`config.mk`:
```
export PLATFORM = sky130hd
export DESIGN_NAME = nps_sequencer
export DESIGN_NICKNAME = d
export VERILOG_FILES = /design/src/rtl/nps_pkg.sv /design/src/rtl/nps_crc_step.sv /design/src/rtl/nps_sequencer.sv
export SDC_FILE = /design/constraint.sdc
export NUM_CORES = 2
export LEC_CHECK = 0
export ABC_AREA = 1
export BUFFER_PORTS_ARGS = -buffer_cell sky130_fd_sc_hd__buf_2
export CORE_AREA = 4 4 399 401
export DETAILED_ROUTE_END_ITERATION = 6
export DIE_AREA = 0 0 403 405
export GPL_TIMING_DRIVEN = 0
export PLACE_DENSITY = 0.58
export SETUP_SLACK_MARGIN = 0.15
export SLEW_MARGIN = 20
export SYNTH_ARGS = -nofsm -noshare
export SYNTH_HDL_FRONTEND = slang
export SYNTH_SLANG_ARGS = --single-unit
```
`constraint.sdc`:
```
create_clock -name clk -period 5.2 [get_ports clk]
set_clock_uncertainty 0.05 [all_clocks]
set_input_delay 0.52 -clock clk [delete_from_list [all_inputs] [get_ports clk]]
set_output_delay 0.52 -clock clk [all_outputs]
set_load 0.1 [all_outputs]
```
`src/rtl/nps_pkg.sv`:
```
/*
 Shared constants, types and field layouts of the flash/EEPROM page
 programming sequencer.
 Assumes one 100 MHz system clock and a 128K-byte flash organised as
 32-word pages, with the boot loader section at the top of the flash.
*/
package nps_pkg;

   ////////////////////////////////////////////////////////////////////////
   // pointer layout: page extension : high byte : low byte
   localparam int NPS_PTR_W = 24;
   localparam int NPS_WORD_FIELD_TOP_BIT = 5;
   localparam int NPS_PAGE_FIELD_TOP_BIT = 16;
   localparam int NPS_WADDR_W = NPS_PAGE_FIELD_TOP_BIT;
   localparam int NPS_WORD_IN_PAGE_INDEX_W = NPS_WORD_FIELD_TOP_BIT;
   localparam int NPS_FLASH_PAGE_INDEX_W = NPS_PAGE_FIELD_TOP_BIT - NPS_WORD_FIELD_TOP_BIT;
   localparam int NPS_FBUF_WORDS = 32;

   // eeprom page buffer: byte index in low pointer bits, page above
   localparam int NPS_EE_BYTE_W = 5;
   localparam int NPS_EE_BYTES = 32;
   localparam int NPS_EE_PAGE_W = 7;
   localparam int NPS_EE_PAGE_LSB = 5;

   // flash sections, in word addresses
   localparam logic [15:0] NPS_BOOT_START_W = 16'hF000;
   localparam logic [15:0] NPS_APP_LAST_W = 16'hEFFF;
   localparam logic [15:0] NPS_FLASH_FIRST_W = 16'h0000;
   localparam logic [15:0] NPS_FLASH_LAST_W = 16'hFFFF;

   ////////////////////////////////////////////////////////////////////////
   // checksum
   localparam int NPS_CRC_W = 24;
   localparam logic [23:0] NPS_CRC_POLY = 24'h00000B;
   localparam logic [23:0] NPS_CRC_INIT = 24'h000000;

   ////////////////////////////////////////////////////////////////////////
   // timing
   localparam int NPS_CLK_MHZ = 100;
   localparam int NPS_PAGE_OP_MS = 4;
   localparam int NPS_PAGE_OP_CYC = NPS_PAGE_OP_MS * 1000 * NPS_CLK_MHZ;
   localparam int NPS_CNT_W = 20;

   ////////////////////////////////////////////////////////////////////////
   // reset values
   localparam logic [15:0] NPS_FBUF_ERASED = 16'hFFFF;
   localparam logic [7:0] NPS_EBUF_RST = 8'hFF;
   localparam logic [7:0] NPS_LOCK_RST = 8'hFF;
   localparam logic [15:0] NPS_WADDR_RST = 16'h0000;

   typedef enum logic [3:0] {
      NPS_OP_NOP = 4'h0,
      NPS_OP_FL_BUF_LOAD = 4'h1,
      NPS_OP_FL_BUF_ERASE = 4'h2,
      NPS_OP_FL_ERASE = 4'h3,
      NPS_OP_FL_WRITE = 4'h4,
      NPS_OP_FL_ERASE_WRITE = 4'h5,
      NPS_OP_EE_BUF_LOAD = 4'h6,
      NPS_OP_EE_ERASE = 4'h7,
      NPS_OP_EE_WRITE = 4'h8,
      NPS_OP_EE_ERASE_WRITE = 4'h9,
      NPS_OP_SIG_ERASE = 4'hA,
      NPS_OP_SIG_WRITE = 4'hB,
      NPS_OP_CRC_APP = 4'hC,
      NPS_OP_CRC_BOOT = 4'hD,
      NPS_OP_CRC_RANGE = 4'hE,
      NPS_OP_LOCK_WRITE = 4'hF
   } nps_op_t;

   typedef enum logic [1:0] {
      NPS_TGT_FLASH = 2'h0,
      NPS_TGT_EE = 2'h1,
      NPS_TGT_SIG = 2'h2,
      NPS_TGT_NONE = 2'h3
   } nps_tgt_t;

   typedef enum logic [1:0] {
      NPS_ST_IDLE = 2'h0,
      NPS_ST_PROG = 2'h1,
      NPS_ST_CRC = 2'h2
   } nps_state_t;

   typedef struct packed {
      nps_op_t op;
      logic [23:0] ptr;
      logic [23:0] range_end;
      logic [15:0] data;
      logic from_boot;
      logic from_ext;
   } nps_cmd_t;

   typedef struct packed {
      logic erase;
      logic write;
      nps_tgt_t target;
      logic [10:0] page;
   } nps_prog_t;

   localparam nps_prog_t NPS_PROG_RST = '{erase: 1'b0, write: 1'b0, target: NPS_TGT_NONE, page: 11'h000};

endpackage

```
`src/rtl/nps_crc_step.sv`:
```
/*
 One clock's worth of checksum update: folds a whole data word into the
 24-bit remainder, most significant data bit first.
 Assumes the caller registers the result; purely combinational.
*/
`timescale 1ns/1ps

module nps_crc_step
   import nps_pkg::*;
#(
   parameter int DW = 16
) (
   input wire logic [NPS_CRC_W-1:0] crc_in,
   input wire logic [DW-1:0] data_in,
   output logic [NPS_CRC_W-1:0] crc_out
);

   always_comb begin
      logic [NPS_CRC_W-1:0] c;
      logic fb;
      c = crc_in;
      fb = 1'b0;
      for (int i = DW - 1; i >= 0; i--) begin
         fb = c[NPS_CRC_W-1] ^ data_in[i];
         c = {c[NPS_CRC_W-2:0], 1'b0};
         if (fb) begin
            c = c ^ NPS_CRC_POLY;
         end
      end
      crc_out = c;
   end

endmodule

```
`src/rtl/nps_sequencer.sv`:
```
/*
 Page programming sequencer of the non-volatile memory controller:
 command acceptance, page buffers, timed page operations, CPU halt and
 stall, brown-out abort, flash checksum and byte reads of flash.
 Assumes the command source, CPU fetch port and flash read array run on
 clk; rd_word answers rd_addr_q combinationally in the same cycle. The
 brown-out reset arrives from a pin and is synchronised here.
*/
`timescale 1ns/1ps

// Summary of operation
// - flash orders: fill then split erase/write, fill then atomic, or erase-fill-write.
// - eeprom orders: fill then split erase/write, or fill then combined erase-write.
// - brown-out detector is switched on automatically while a flash write runs.
// - a brown-out reset aborts any running programming at once.
// - checksum over application section, boot section or a chosen address range.
// - CPU is halted from checksum start until the result is stored.
// - checksum consumes exactly one clock per flash word in the range.
// - checksum polynomial is fixed with terms of degree 24, 3, 1 and 0.
// - boot code may program flash, signature row, eeprom and tighten lock bits.
// - application code may only read flash but may read and write eeprom.
// - boot code may program any flash page, its own section included.
// - application page operations leave the CPU running from the boot section.
// - boot section page operations halt the CPU and block all reads.
// - signature row erase or write behaves like boot section programming.
// - touching the application section during programming stalls the CPU, reads fail.
// - pointer is built from low byte, high byte and a page extension byte.
// - pointer bits select word within page and page above that.
// - pointer bit 0 picks low or high byte for flash byte reads.
// - target address is latched at start; pointer may change afterwards.
// - busy while running; commands arriving then are ignored.
// - eeprom erase and write touch only tagged buffer locations.
module nps_sequencer
   import nps_pkg::*;
#(
   parameter int PAGE_OP_CYC = NPS_PAGE_OP_CYC
) (
   input wire logic clk,
   input wire logic rst_n,
   input wire logic cmd_valid,
   input wire nps_cmd_t cmd,
   input wire logic rd_req,
   input wire logic [NPS_PTR_W-1:0] rd_ptr,
   input wire logic [15:0] rd_word,
   input wire logic cpu_fetch_valid,
   input wire logic [NPS_PTR_W-1:0] cpu_fetch_ptr,
   input wire logic brownout_reset_in,
   output logic busy_q,
   output logic cmd_refused_q,
   output logic cmd_done_q,
   output logic aborted_q,
   output logic cpu_halt_q,
   output logic brownout_detector_en_q,
   output logic prog_start_q,
   output nps_prog_t prog_req_q,
   output logic [NPS_FBUF_WORDS-1:0][15:0] fl_buf_q,
   output logic [NPS_EE_BYTES-1:0][7:0] ee_buf_q,
   output logic [NPS_EE_BYTES-1:0] ee_mask_q,
   output logic [7:0] lock_bits_q,
   output logic [NPS_CRC_W-1:0] crc_result_q,
   output logic [NPS_WADDR_W-1:0] rd_addr_q,
   output logic [7:0] rd_byte_q,
   output logic rd_valid_q,
   output logic rd_refused_q
);

   nps_state_t state_q;
   nps_state_t state_d;
   logic [NPS_CNT_W-1:0] cnt_q;
   logic halt_all_q;
   logic halt_all_d;
   logic bo_meta_q;
   logic bo_sync_q;
   logic [NPS_WADDR_W-1:0] crc_end_q;
   logic [NPS_CRC_W-1:0] crc_acc_q;
   logic [NPS_CRC_W-1:0] crc_next;
   logic rd_sel_q;
   logic rd_pend_q;

   ////////////////////////////////////////////////////////////////////////
   // command decode

   nps_op_t op;
   logic [NPS_WADDR_W-1:0] cmd_waddr;
   logic [NPS_WADDR_W-1:0] cmd_end_waddr;
   logic is_fl_prog;
   logic is_ee_prog;
   logic is_sig;
   logic is_crc;
   logic needs_priv;
   logic bad_range;
   logic go;
   logic prog_go;
   logic crc_go;
   logic stalling_section;
   logic prog_last;
   logic crc_last;
   nps_prog_t prog_d;
   logic [NPS_WADDR_W-1:0] crc_start_w;
   logic [NPS_WADDR_W-1:0] crc_end_w;

   assign op = cmd.op;
   assign cmd_waddr = cmd.ptr[NPS_PAGE_FIELD_TOP_BIT:1];
   assign cmd_end_waddr = cmd.range_end[NPS_PAGE_FIELD_TOP_BIT:1];
   assign is_fl_prog = (op == NPS_OP_FL_ERASE) || (op == NPS_OP_FL_WRITE) || (op == NPS_OP_FL_ERASE_WRITE);
   assign is_ee_prog = (op == NPS_OP_EE_ERASE) || (op == NPS_OP_EE_WRITE) || (op == NPS_OP_EE_ERASE_WRITE);
   assign is_sig = (op == NPS_OP_SIG_ERASE) || (op == NPS_OP_SIG_WRITE);
   assign is_crc = (op == NPS_OP_CRC_APP) || (op == NPS_OP_CRC_BOOT) || (op == NPS_OP_CRC_RANGE);
   // application code may touch eeprom and buffers but never flash content
   assign needs_priv = is_fl_prog || is_sig || (op == NPS_OP_LOCK_WRITE);
   assign bad_range = (op == NPS_OP_CRC_RANGE) && (cmd_end_waddr < cmd_waddr);
   assign go = cmd_valid && !busy_q && !bo_sync_q && (op != NPS_OP_NOP) && !bad_range &&
               !(needs_priv && !cmd.from_boot && !cmd.from_ext);
   assign prog_go = go && (is_fl_prog || is_ee_prog || is_sig);
   assign crc_go = go && is_crc;
   // no page restriction: boot code may rewrite its own section
   assign stalling_section = is_sig || (is_fl_prog && (cmd_waddr >= NPS_BOOT_START_W));
   assign prog_last = (state_q == NPS_ST_PROG) && (cnt_q == NPS_CNT_W'(1));
   assign crc_last = (state_q == NPS_ST_CRC) && (rd_addr_q == crc_end_q);

   always_comb begin
      prog_d = NPS_PROG_RST;
      prog_d.erase = (op == NPS_OP_FL_ERASE) || (op == NPS_OP_FL_ERASE_WRITE) || (op == NPS_OP_EE_ERASE) ||
                     (op == NPS_OP_EE_ERASE_WRITE) || (op == NPS_OP_SIG_ERASE);
      prog_d.write = (op == NPS_OP_FL_WRITE) || (op == NPS_OP_FL_ERASE_WRITE) || (op == NPS_OP_EE_WRITE) ||
                     (op == NPS_OP_EE_ERASE_WRITE) || (op == NPS_OP_SIG_WRITE);
      if (is_fl_prog) begin
         prog_d.target = NPS_TGT_FLASH;
         prog_d.page = cmd.ptr[NPS_PAGE_FIELD_TOP_BIT:NPS_WORD_FIELD_TOP_BIT+1];
      end else if (is_ee_prog) begin
         prog_d.target = NPS_TGT_EE;
         prog_d.page = {4'h0, cmd.ptr[NPS_EE_PAGE_LSB+NPS_EE_PAGE_W-1:NPS_EE_PAGE_LSB]};
      end else if (is_sig) begin
         prog_d.target = NPS_TGT_SIG;
      end
   end

   always_comb begin
      crc_start_w = cmd_waddr;
      crc_end_w = cmd_end_waddr;
      case (op)
         NPS_OP_CRC_APP: begin
            crc_start_w = NPS_FLASH_FIRST_W;
            crc_end_w = NPS_APP_LAST_W;
         end
         NPS_OP_CRC_BOOT: begin
            crc_start_w = NPS_BOOT_START_W;
            crc_end_w = NPS_FLASH_LAST_W;
         end
         default: begin
            crc_start_w = cmd_waddr;
            crc_end_w = cmd_end_waddr;
         end
      endcase
   end

   ////////////////////////////////////////////////////////////////////////
   // sequencer state

   always_comb begin
      state_d = state_q;
      halt_all_d = halt_all_q;
      case (state_q)
         NPS_ST_IDLE: begin
            if (prog_go) begin
               state_d = NPS_ST_PROG;
               halt_all_d = stalling_section;
            end else if (crc_go) begin
               state_d = NPS_ST_CRC;
               halt_all_d = 1'b1;
            end
         end
         NPS_ST_PROG: begin
            if (prog_last) begin
               state_d = NPS_ST_IDLE;
            end
         end
         NPS_ST_CRC: begin
            if (crc_last) begin
               state_d = NPS_ST_IDLE;
            end
         end
         default: begin
            state_d = NPS_ST_IDLE;
         end
      endcase
      if (bo_sync_q) begin
         state_d = NPS_ST_IDLE;
      end
      if (state_d == NPS_ST_IDLE) begin
         halt_all_d = 1'b0;
      end
   end

   always_ff @(posedge clk or negedge rst_n) begin
      if (!rst_n) begin
         state_q <= NPS_ST_IDLE;
         halt_all_q <= 1'b0;
         busy_q <= 1'b0;
      end else begin
         state_q <= state_d;
         halt_all_q <= halt_all_d;
         busy_q <= (state_d != NPS_ST_IDLE);
      end
   end

   // page operations are timed here; erase-and-write takes two periods
   always_ff @(posedge clk or negedge rst_n) begin
      if (!rst_n) begin
         cnt_q <= '0;
      end else if (state_q == NPS_ST_IDLE && prog_go) begin
         cnt_q <= (prog_d.erase && prog_d.write) ? NPS_CNT_W'(2 * PAGE_OP_CYC) : NPS_CNT_W'(PAGE_OP_CYC);
      end else if (state_q == NPS_ST_PROG) begin
         cnt_q <= cnt_q - NPS_CNT_W'(1);
      end
   end

   // target latched once; later pointer changes do not reach the array
   always_ff @(posedge clk or negedge rst_n) begin
      if (!rst_n) begin
         prog_req_q <= NPS_PROG_RST;
         prog_start_q <= 1'b0;
      end else begin
         prog_start_q <= prog_go && (state_d == NPS_ST_PROG);
         if (prog_go && (state_d == NPS_ST_PROG)) begin
            prog_req_q <= prog_d;
         end
      end
   end

   always_ff @(posedge clk or negedge rst_n) begin
      if (!rst_n) begin
         cmd_refused_q <= 1'b0;
         cmd_done_q <= 1'b0;
         aborted_q <= 1'b0;
      end else begin
         cmd_refused_q <= cmd_valid && (op != NPS_OP_NOP) && !go;
         cmd_done_q <= ((prog_last || crc_last) && !bo_sync_q) ||
                       (go && !prog_go && !crc_go);
         aborted_q <= bo_sync_q && (state_q != NPS_ST_IDLE);
      end
   end

   ////////////////////////////////////////////////////////////////////////
   // brown-out: synchroniser and detector enable

   always_ff @(posedge clk or negedge rst_n) begin
      if (!rst_n) begin
         bo_meta_q <= 1'b0;
         bo_sync_q <= 1'b0;
      end else begin
         bo_meta_q <= brownout_reset_in;
         bo_sync_q <= bo_meta_q;
      end
   end

   // detector follows every flash or signature page operation, erase included
   always_ff @(posedge clk or negedge rst_n) begin
      if (!rst_n) begin
         brownout_detector_en_q <= 1'b0;
      end else if (state_q == NPS_ST_IDLE) begin
         brownout_detector_en_q <= prog_go && (state_d == NPS_ST_PROG) && !is_ee_prog;
      end else if (state_d == NPS_ST_IDLE) begin
         brownout_detector_en_q <= 1'b0;
      end
   end

   ////////////////////////////////////////////////////////////////////////
   // CPU halt and stall

   logic fetch_app;
   assign fetch_app = cpu_fetch_valid && (cpu_fetch_ptr[NPS_PAGE_FIELD_TOP_BIT:1] < NPS_BOOT_START_W);

   // registered, so a stalling fetch is held one cycle after it appears
   always_ff @(posedge clk or negedge rst_n) begin
      if (!rst_n) begin
         cpu_halt_q <= 1'b0;
      end else begin
         cpu_halt_q <= (state_d == NPS_ST_CRC) ||
                       ((state_d == NPS_ST_PROG) && halt_all_d) ||
                       ((state_d == NPS_ST_PROG) && fetch_app);
      end
   end

   ////////////////////////////////////////////////////////////////////////
   // page buffers and lock bits

   logic fl_clear;
   logic ee_clear;
   assign fl_clear = (go && (op == NPS_OP_FL_BUF_ERASE)) || (go && (op == NPS_OP_LOCK_WRITE)) ||
                     (prog_last && prog_req_q.write && (prog_req_q.target != NPS_TGT_EE));
   assign ee_clear = (go && (op == NPS_OP_LOCK_WRITE)) ||
                     (prog_last && prog_req_q.write && (prog_req_q.target == NPS_TGT_EE));

   always_ff @(posedge clk or negedge rst_n) begin
      if (!rst_n) begin
         fl_buf_q <= {NPS_FBUF_WORDS{NPS_FBUF_ERASED}};
      end else if (fl_clear) begin
         fl_buf_q <= {NPS_FBUF_WORDS{NPS_FBUF_ERASED}};
      end else if (go && (op == NPS_OP_FL_BUF_LOAD)) begin
         fl_buf_q[cmd.ptr[NPS_WORD_FIELD_TOP_BIT:1]] <= cmd.data;
      end
   end

   // the mask goes with the page so the array skips untagged bytes
   always_ff @(posedge clk or negedge rst_n) begin
      if (!rst_n) begin
         ee_buf_q <= {NPS_EE_BYTES{NPS_EBUF_RST}};
         ee_mask_q <= '0;
      end else if (ee_clear) begin
         ee_buf_q <= {NPS_EE_BYTES{NPS_EBUF_RST}};
         ee_mask_q <= '0;
      end else if (go && (op == NPS_OP_EE_BUF_LOAD)) begin
         ee_buf_q[cmd.ptr[NPS_EE_BYTE_W-1:0]] <= cmd.data[7:0];
         ee_mask_q[cmd.ptr[NPS_EE_BYTE_W-1:0]] <= 1'b1;
      end
   end

   // programmed lock bits read zero; a write can only clear further
   always_ff @(posedge clk or negedge rst_n) begin
      if (!rst_n) begin
         lock_bits_q <= NPS_LOCK_RST;
      end else if (go && (op == NPS_OP_LOCK_WRITE)) begin
         lock_bits_q <= lock_bits_q & cmd.data[7:0];
      end
   end

   ////////////////////////////////////////////////////////////////////////
   // checksum and flash read port

   nps_crc_step #(
      .DW(16)
   ) u_crc_step (
      .crc_in(crc_acc_q),
      .data_in(rd_word),
      .crc_out(crc_next)
   );

   always_ff @(posedge clk or negedge rst_n) begin
      if (!rst_n) begin
         crc_acc_q <= NPS_CRC_INIT;
         crc_end_q <= NPS_WADDR_RST;
         crc_result_q <= NPS_CRC_INIT;
      end else if (state_q == NPS_ST_IDLE && crc_go) begin
         crc_acc_q <= NPS_CRC_INIT;
         crc_end_q <= crc_end_w;
      end else if (state_q == NPS_ST_CRC) begin
         crc_acc_q <= crc_next;
         if (crc_last && !bo_sync_q) begin
            crc_result_q <= crc_next;
         end
      end
   end

   logic rd_block;
   logic rd_take;
   logic [7:0] rd_pick;
   assign rd_block = crc_go || (state_q == NPS_ST_CRC) ||
                     ((state_q == NPS_ST_PROG) && (halt_all_q || rd_ptr[NPS_PAGE_FIELD_TOP_BIT:1] < NPS_BOOT_START_W));
   assign rd_take = rd_req && !rd_block && !rd_pend_q;
   assign rd_pick = rd_sel_q ? rd_word[15:8] : rd_word[7:0];

   // checksum walk owns the read port; one word address per clock
   always_ff @(posedge clk or negedge rst_n) begin
      if (!rst_n) begin
         rd_addr_q <= NPS_WADDR_RST;
         rd_sel_q <= 1'b0;
         rd_pend_q <= 1'b0;
      end else begin
         rd_pend_q <= rd_take;
         if (state_q == NPS_ST_IDLE && crc_go) begin
            rd_addr_q <= crc_start_w;
         end else if (state_q == NPS_ST_CRC) begin
            rd_addr_q <= rd_addr_q + NPS_WADDR_W'(1);
         end else if (rd_take) begin
            rd_addr_q <= rd_ptr[NPS_PAGE_FIELD_TOP_BIT:1];
            rd_sel_q <= rd_ptr[0];
         end
      end
   end

   always_ff @(posedge clk or negedge rst_n) begin
      if (!rst_n) begin
         rd_byte_q <= 8'h00;
         rd_valid_q <= 1'b0;
         rd_refused_q <= 1'b0;
      end else begin
         rd_valid_q <= rd_pend_q;
         rd_refused_q <= rd_req && !rd_pend_q && rd_block;
         if (rd_pend_q) begin
            rd_byte_q <= rd_pick;
         end
      end
   end

   ////////////////////////////////////////////////////////////////////////
   // checks

   logic in_crc;
   logic in_prog;
   assign in_crc = (state_q == NPS_ST_CRC);
   assign in_prog = (state_q == NPS_ST_PROG);
endmodule

```
## After elaboration in Yosys (flattened, before gate mapping)

Cells that the tools add are included.

- Register bits: 947
- Input bits: 140
- Output and inout port bits: 880

- $add $sub $neg: 2
- Order comparisons: 8
- Equality and inequality tests: 23
- Mux-type cells: 57
- Bitwise operators: 36
- Reduce and logical (&&, ||, !) cells: 97

Operators by type and width:

| kind | number |
|---|---|
| two-way mux 512 bit | 2 |
| bitwise mux 512 bit | 1 |
| two-way mux 256 bit | 2 |
| bitwise mux 256 bit | 1 |
| demux 16 bit (select 5 bit) | 1 |
| two-way mux 16 bit | 4 |
| two-way mux 32 bit | 2 |
| two-way mux 4 bit | 16 |
| case mux 16 bit (2 select lines) | 2 |
| two-way mux 20 bit | 3 |
| two-way mux 24 bit | 2 |
| inverter 3 bit | 16 |
| logical AND 1 bit | 42 |
| demux 8 bit (select 5 bit) | 1 |
| equality test 4 bit, second input constant | 8 |
| less-than comparator 16 bit, second input constant | 2 |
| bitwise OR 32 bit | 1 |
| logical OR 1 bit | 30 |
| equality test 20 x 1 -> 1 bit, second input constant | 1 |
| subtractor 20 x 1 -> 20 bit, second input constant | 1 |
| adder 16 x 1 -> 16 bit, second input constant | 1 |
| equality test 16 bit | 1 |
| equality test 4 x 3 -> 1 bit, second input constant | 4 |
| greater-or-equal comparator 16 bit, second input constant | 1 |
| other kinds (24) | 78 |

## Longest topological paths before layout

- Depth after elaboration: 34
- Depth in mapped cells: 19
- Mapped depth without buffers: 16

## By module

A second synthesis with hierarchy kept.

- Cell total of the unflattened synthesis: 5915
- Area, all modules: 46674.8 um^2

Modules (own cells, without submodules):

| module | instances | cells an instance | area each (um^2) | sequential area each (um^2) |
|---|---|---|---|---|
| nps_sequencer | 1 | 5699 | 45752.6 | 24671.2 |
| nps_crc_step | 1 | 216 | 922.1 | 0.0 |

## Worst setup path before layout

Ideal clock, no wire load.

- Kind: input -> register
- From: in cmd[44] in the netlist's numbering
- To: reg ee_mask_q[0]
- Arrival: 2.538 ns
- Data required time: 5.027 ns
- Path slack: 2.489 ns
- Stages on the path: 18
- Buffers on the path: 5
- Cell sequence: clkbuf_1 -> inv_1 -> ha_1 -> nand2_1 -> nand2_1 -> nand2_1 -> nand2_1 -> nand2_1 -> nand2_1 -> nand2_1 -> a21oi_2 -> buf_6 -> nand2_4 -> nand2_2 -> buf_6 -> buf_6 -> buf_2 -> nor2_1

- Word-level cells in the longest chain between the ends: 8
- Elaborated cells on any way between the ends: 17
- Those cells by class: 3 x order compare; 4 x mux; 1 x bitwise; 9 x reduce/logical

RTL lines:

| what | line | source |
|---|---|---|
| start: declaration | nps_sequencer.sv:41 | `input wire nps_cmd_t cmd,` |
| branches (longest 8 deep; another with less-than comparator 5 x 6 -> 1 bit) | n/a |  |
| end signal: assignment | nps_sequencer.sv:309 | `ee_mask_q <= '0;` |
| end signal: assignment | nps_sequencer.sv:312 | `ee_mask_q <= '0;` |
| end signal: indexed assignment | nps_sequencer.sv:315 | `ee_mask_q[cmd.ptr[NPS_EE_BYTE_W-1:0]] <= 1'b1;` |
| end: declaration | nps_sequencer.sv:58 | `output logic [NPS_EE_BYTES-1:0] ee_mask_q,` |

Parallel ways; which one is timed is not known. The select of a mux whose other input is x is not followed.
A chain may end at the register's enable or synchronous reset.

## Worst setup path after layout

- From: in cmd[44] in the netlist's numbering
- To: reg ee_buf_q[58] in the netlist's numbering

- Word-level cells in the longest chain between the ends: 8
- Elaborated cells on any way between the ends: 17
- Those cells by class: 3 x order compare; 5 x mux; 9 x reduce/logical

RTL lines:

| what | line | source |
|---|---|---|
| branches (longest 8 deep; another with less-than comparator 5 x 6 -> 1 bit) | n/a |  |
| end signal: assignment | nps_sequencer.sv:308 | `ee_buf_q <= {NPS_EE_BYTES{NPS_EBUF_RST}};` |
| end signal: assignment | nps_sequencer.sv:311 | `ee_buf_q <= {NPS_EE_BYTES{NPS_EBUF_RST}};` |
| end signal: indexed assignment | nps_sequencer.sv:314 | `ee_buf_q[cmd.ptr[NPS_EE_BYTE_W-1:0]] <= cmd.data[7:0];` |
| end: declaration | nps_sequencer.sv:57 | `output logic [NPS_EE_BYTES-1:0][7:0] ee_buf_q,` |

Parallel ways; which one is timed is not known. The select of a mux whose other input is x is not followed.

==> impl_metrics.py <==
metrics = {
    "layout": {
        "areaGrowthSynthToFinish_pct": 27.3,
        "postLayoutCoreUtil_pct": 34.9,
        "drive_above_1_share_pct": 37.3,
        "fill_cells": 16300,
        "nets": 6039,
    },
    "worst_setup_path": {
        "critPathLaunchType": "input pin",
        "arrival_ns": 5.09,
        "reg2reg_from": "cnt_q[1]",
        "criticalPathCategory": "input pin to register",
        "cp-end-kind": "register",
        "reg2reg_depth": 12,
        "worstPathMaxFanout": 10,
        "r2r-end": "fl_buf_q[304]",
        "worstPathRequired_ns": 5.80,
        "ff2ff_setup_slack_ns": 1.27,
    },
    "floorplan": {
        "die-area_mm2": 0.163,
        "die-height_um": 405,
        "die_x_um": 403,
        "start_util_pct": 27.4,
        "pin_count": 1020,
        "core_mm2": 0.156,
        "placementRows": 145,
    },
    "logic_synthesis": {
        "syn-mean-instance-area_um2": 8.94,
        "syn_area_mm2": 0.0427,
        "synthArstFlopShare_pct": 100,
        "ys.warnings.count": 0,
        "yosys.area.top_type": "dfstp_2",
        "synth_nets": 4935,
        "synth_top_area_share_pct": 47.9,
        "synth_edf_count": 0,
        "ys.flop_type": "dfstp_2",
        "syn-instance-count": 4777,
        "synthMostInstantiatedCell": "nor2_1",
        "synth_commonest_cells": "nor2_1, nand2_1, dfstp_2, nor3_1, a31oi_1",
        "ys_top_cells_by_area": "dfstp_2, nor2_1, dfrtp_1",
        "ys_types": 42,
        "ys_seq_area_share_pct": 57.8,
        "ys_ff_latch": 947,
    },
    "power": {
        "pwr-share-clk_pct": 29.6,
        "peakVddDrop_mv": 0.480,
        "switching_share_pct": 45.3,
        "leakagePower_nw": 24.1,
        "power_density_mw_per_mm2": 506,
        "internal_power_mw": 15.1,
        "p_comb_share_pct": 35.6,
        "seqPwrFrac_pct": 34.8,
        "p_sw_mw": 12.5,
    },
    "worst_hold_path": {
        "hold_path_class": "input pin to register",
        "whs_path_depth": 3,
        "min_to": "crc_end_q[2]",
        "min_from": "cmd[21]",
    },
    "routing": {
        "dr.pass1.iters": 7,
        "ant_nets": 0,
        "drt_iter0_markers": 3547,
        "vias": 39700,
        "drt_wl_total_mm": 196,
        "drc": 0,
        "viasPerCell": 4.95,
        "wl_per_cell_um": 24.4,
    },
    "global_route": {
        "grt_max_degree": 135,
        "gr-total-overflow": 0,
        "grt_pass1_wl_mm": 279,
        "first_global_vias": 38700,
        "grt_usage_pct": 23.2,
        "grt_antenna_before_repair": 7,
    },
    "placed_design": {
        "gp_congestion": 0.921,
        "dpl_worst_slack_ns": 0.00726,
        "portBuffers": 959,
        "place_hpwl_mm": 150,
    },
    "timing": {
        "max_freq_mhz": 223,
        "slew_headroom_pct": 21.5,
        "finalCriticalPeriod_ns": 4.48,
        "slew_viol_final": 0,
        "worst_slew_pin_slew_ns": 1.18,
        "finalSetupViolCount": 0,
        "setup_slack_ns": 0.717,
        "rsz0062_at_grt": "no",
        "hold_violations": 0,
        "finalCritPeriodShare_pct": 86.2,
        "setup_tns_ns": 0,
    },
    "status": {
        "status": "completed",
    },
    "cts": {
        "clock_tree.buffer_depth": 3,
        "htree_num_levels": 3,
        "cts_tree": "built",
        "clkTransAtPathRegs_ns": 0.06,
        "cts-resized-gates": 0,
        "clk_latency_ns": 0.73,
        "cts_inserted_buffers": 109,
        "cts.sinks": 947,
        "cts-root-buf": "clkbuf_16",
    },
    "job": {
        "maxCapViolations": 0,
    },
}
-- layer usage --
| layer | share of wire, % | GRT usage [%] |
|---|---|---|
| met5 | 0 | 0 |
| met4 | 5.4 | 11.4 |
| met3 | 8.2 | 6.05 |
| met2 | 45 | 36.1 |
| met1 | 41 | 30.0 |
-- critical path, cell delays in order --
cell	delay [ns]
clkbuf_1	0.84
inv_1	0.45
ha_1	0.41
nand2_1	0.05
nand2_1	0.05
nand2_1	0.04
nand2_1	0.13
nand2_1	0.07
nand2_1	0.09
nand2_1	0.08
nand2_1	0.21
nand4_1	0.64
nor2_1	0.79
nand2_1	0.45
nand3_1	0.17
nand2_1	0.07
-- logic make-up (layout without fill, tap and decap cells) --
kind of cell,Yosys count,after routing,synth area share (%)
other,0,2,0
buffers and inverters,483,1678,5.17
adders and majority gates,18,18,0.528
and+or+nand+nor,2713,2713,27.2
xor gates and xnor gates,78,78,1.60
DFF,947,947,57.8
AOI/OAI and AO/OA,538,538,7.71
-- worst max-delay path by stage --
stage / start / end / slack (ns) / depth (start not counted)
after floorplan: cmd[44] / ee_mask_q[0] / 2.49 / 18
after global placement: rst_n / crc_result_q[12] / -17.07 / 1
after detailed placement: cmd[44] / fl_buf_q[334] / 0.007 / 18
after CTS: cmd[44] / fl_buf_q[334] / 0.77 / 18
after global routing: cmd[44] / ee_buf_q[60] / 0.62 / 16
final: cmd[44] / ee_buf_q[58] / 0.72 / 16
-- repair_timing --
action | in CTS | in global routing
setup endpoints to repair | 0 | 0
hold buffers | 25 | 0
hold endpoints to repair | 105 | 0
buffers inserted | 0 | 0
-- per-stage QoR --
stage	std cells	hold WS, ns	power [mW]	area [um2]
2_1_floorplan	4777	0.174	17.3	42700
3_3_place_gp	7794	0.299	19.4	50100
3_5_place_dp	7803	0.300	19.5	50300
4_1_cts	8030	0.0149	27.8	54400
5_1_grt	8030	0.0471	28.6	54400
6_report	8032	0.0936	27.5	54400
-- power groups by stage --
stage	Sequential [mW]	Combinational (mW)	Clock (mW)
after global routing	9.68	10.2	8.64
after CTS	9.56	9.88	8.34
final	9.57	9.80	8.15
after global placement	9.62	9.77	0
after detailed placement	9.65	9.82	0
after floorplan	15.6	1.72	0
-- cell usage in the layout, fill, tap and decap left out, types with 18 or more instances in the layout --
cell,Yosys,final
a21oi_1,107,107
a21oi_2,24,24
a31oi_1,270,270
buf_2,126,1086
buf_4,25,26
buf_6,19,19
clkbuf_1,152,157
clkbuf_16,0,109
clkbuf_2,0,19
clkbuf_8,0,18
dfrtp_1,169,169
dfstp_2,778,778
dlygate4sd3_1,0,25
ha_1,18,18
inv_1,136,136
nand2_1,826,826
nand3_1,68,68
nand3_2,36,36
nand3_4,20,20
nand4_1,66,66
nor2_1,1196,1196
nor3_1,480,479
o21ai_0,95,95
xnor2_1,48,48
xor2_1,30,30
-- layout make-up --
type | instances | area [um2] | share of cell area, %
clock buffer | 151 | 3070 | 5.64
tap | 2058 | 2570 | 4.74
multi-input combinational | 3347 | 15800 | 29.1
sequential | 947 | 24700 | 45.4
antenna | 2 | 5.00 | 0.00921
timing repair buffer | 993 | 5290 | 9.74
inverter | 155 | 582 | 1.07
buffer | 328 | 1650 | 3.04
clock inverter | 51 | 704 | 1.30
-- state kept, by name, indices dropped and copies added (netlist names), 2 cells and up --
| register | count |
|---|---|
| crc_acc_q | 24 |
| cnt_q | 20 |
| crc_result_q | 24 |
| ee_mask_q | 32 |
| crc_end_q | 16 |
| rd_addr_q | 16 |
| fl_buf_q | 512 |
| rd_byte_q | 8 |
| state_q | 2 |
| prog_req_q | 15 |
| lock_bits_q | 8 |
| ee_buf_q | 256 |
Power figures use the tool's default switching activity.
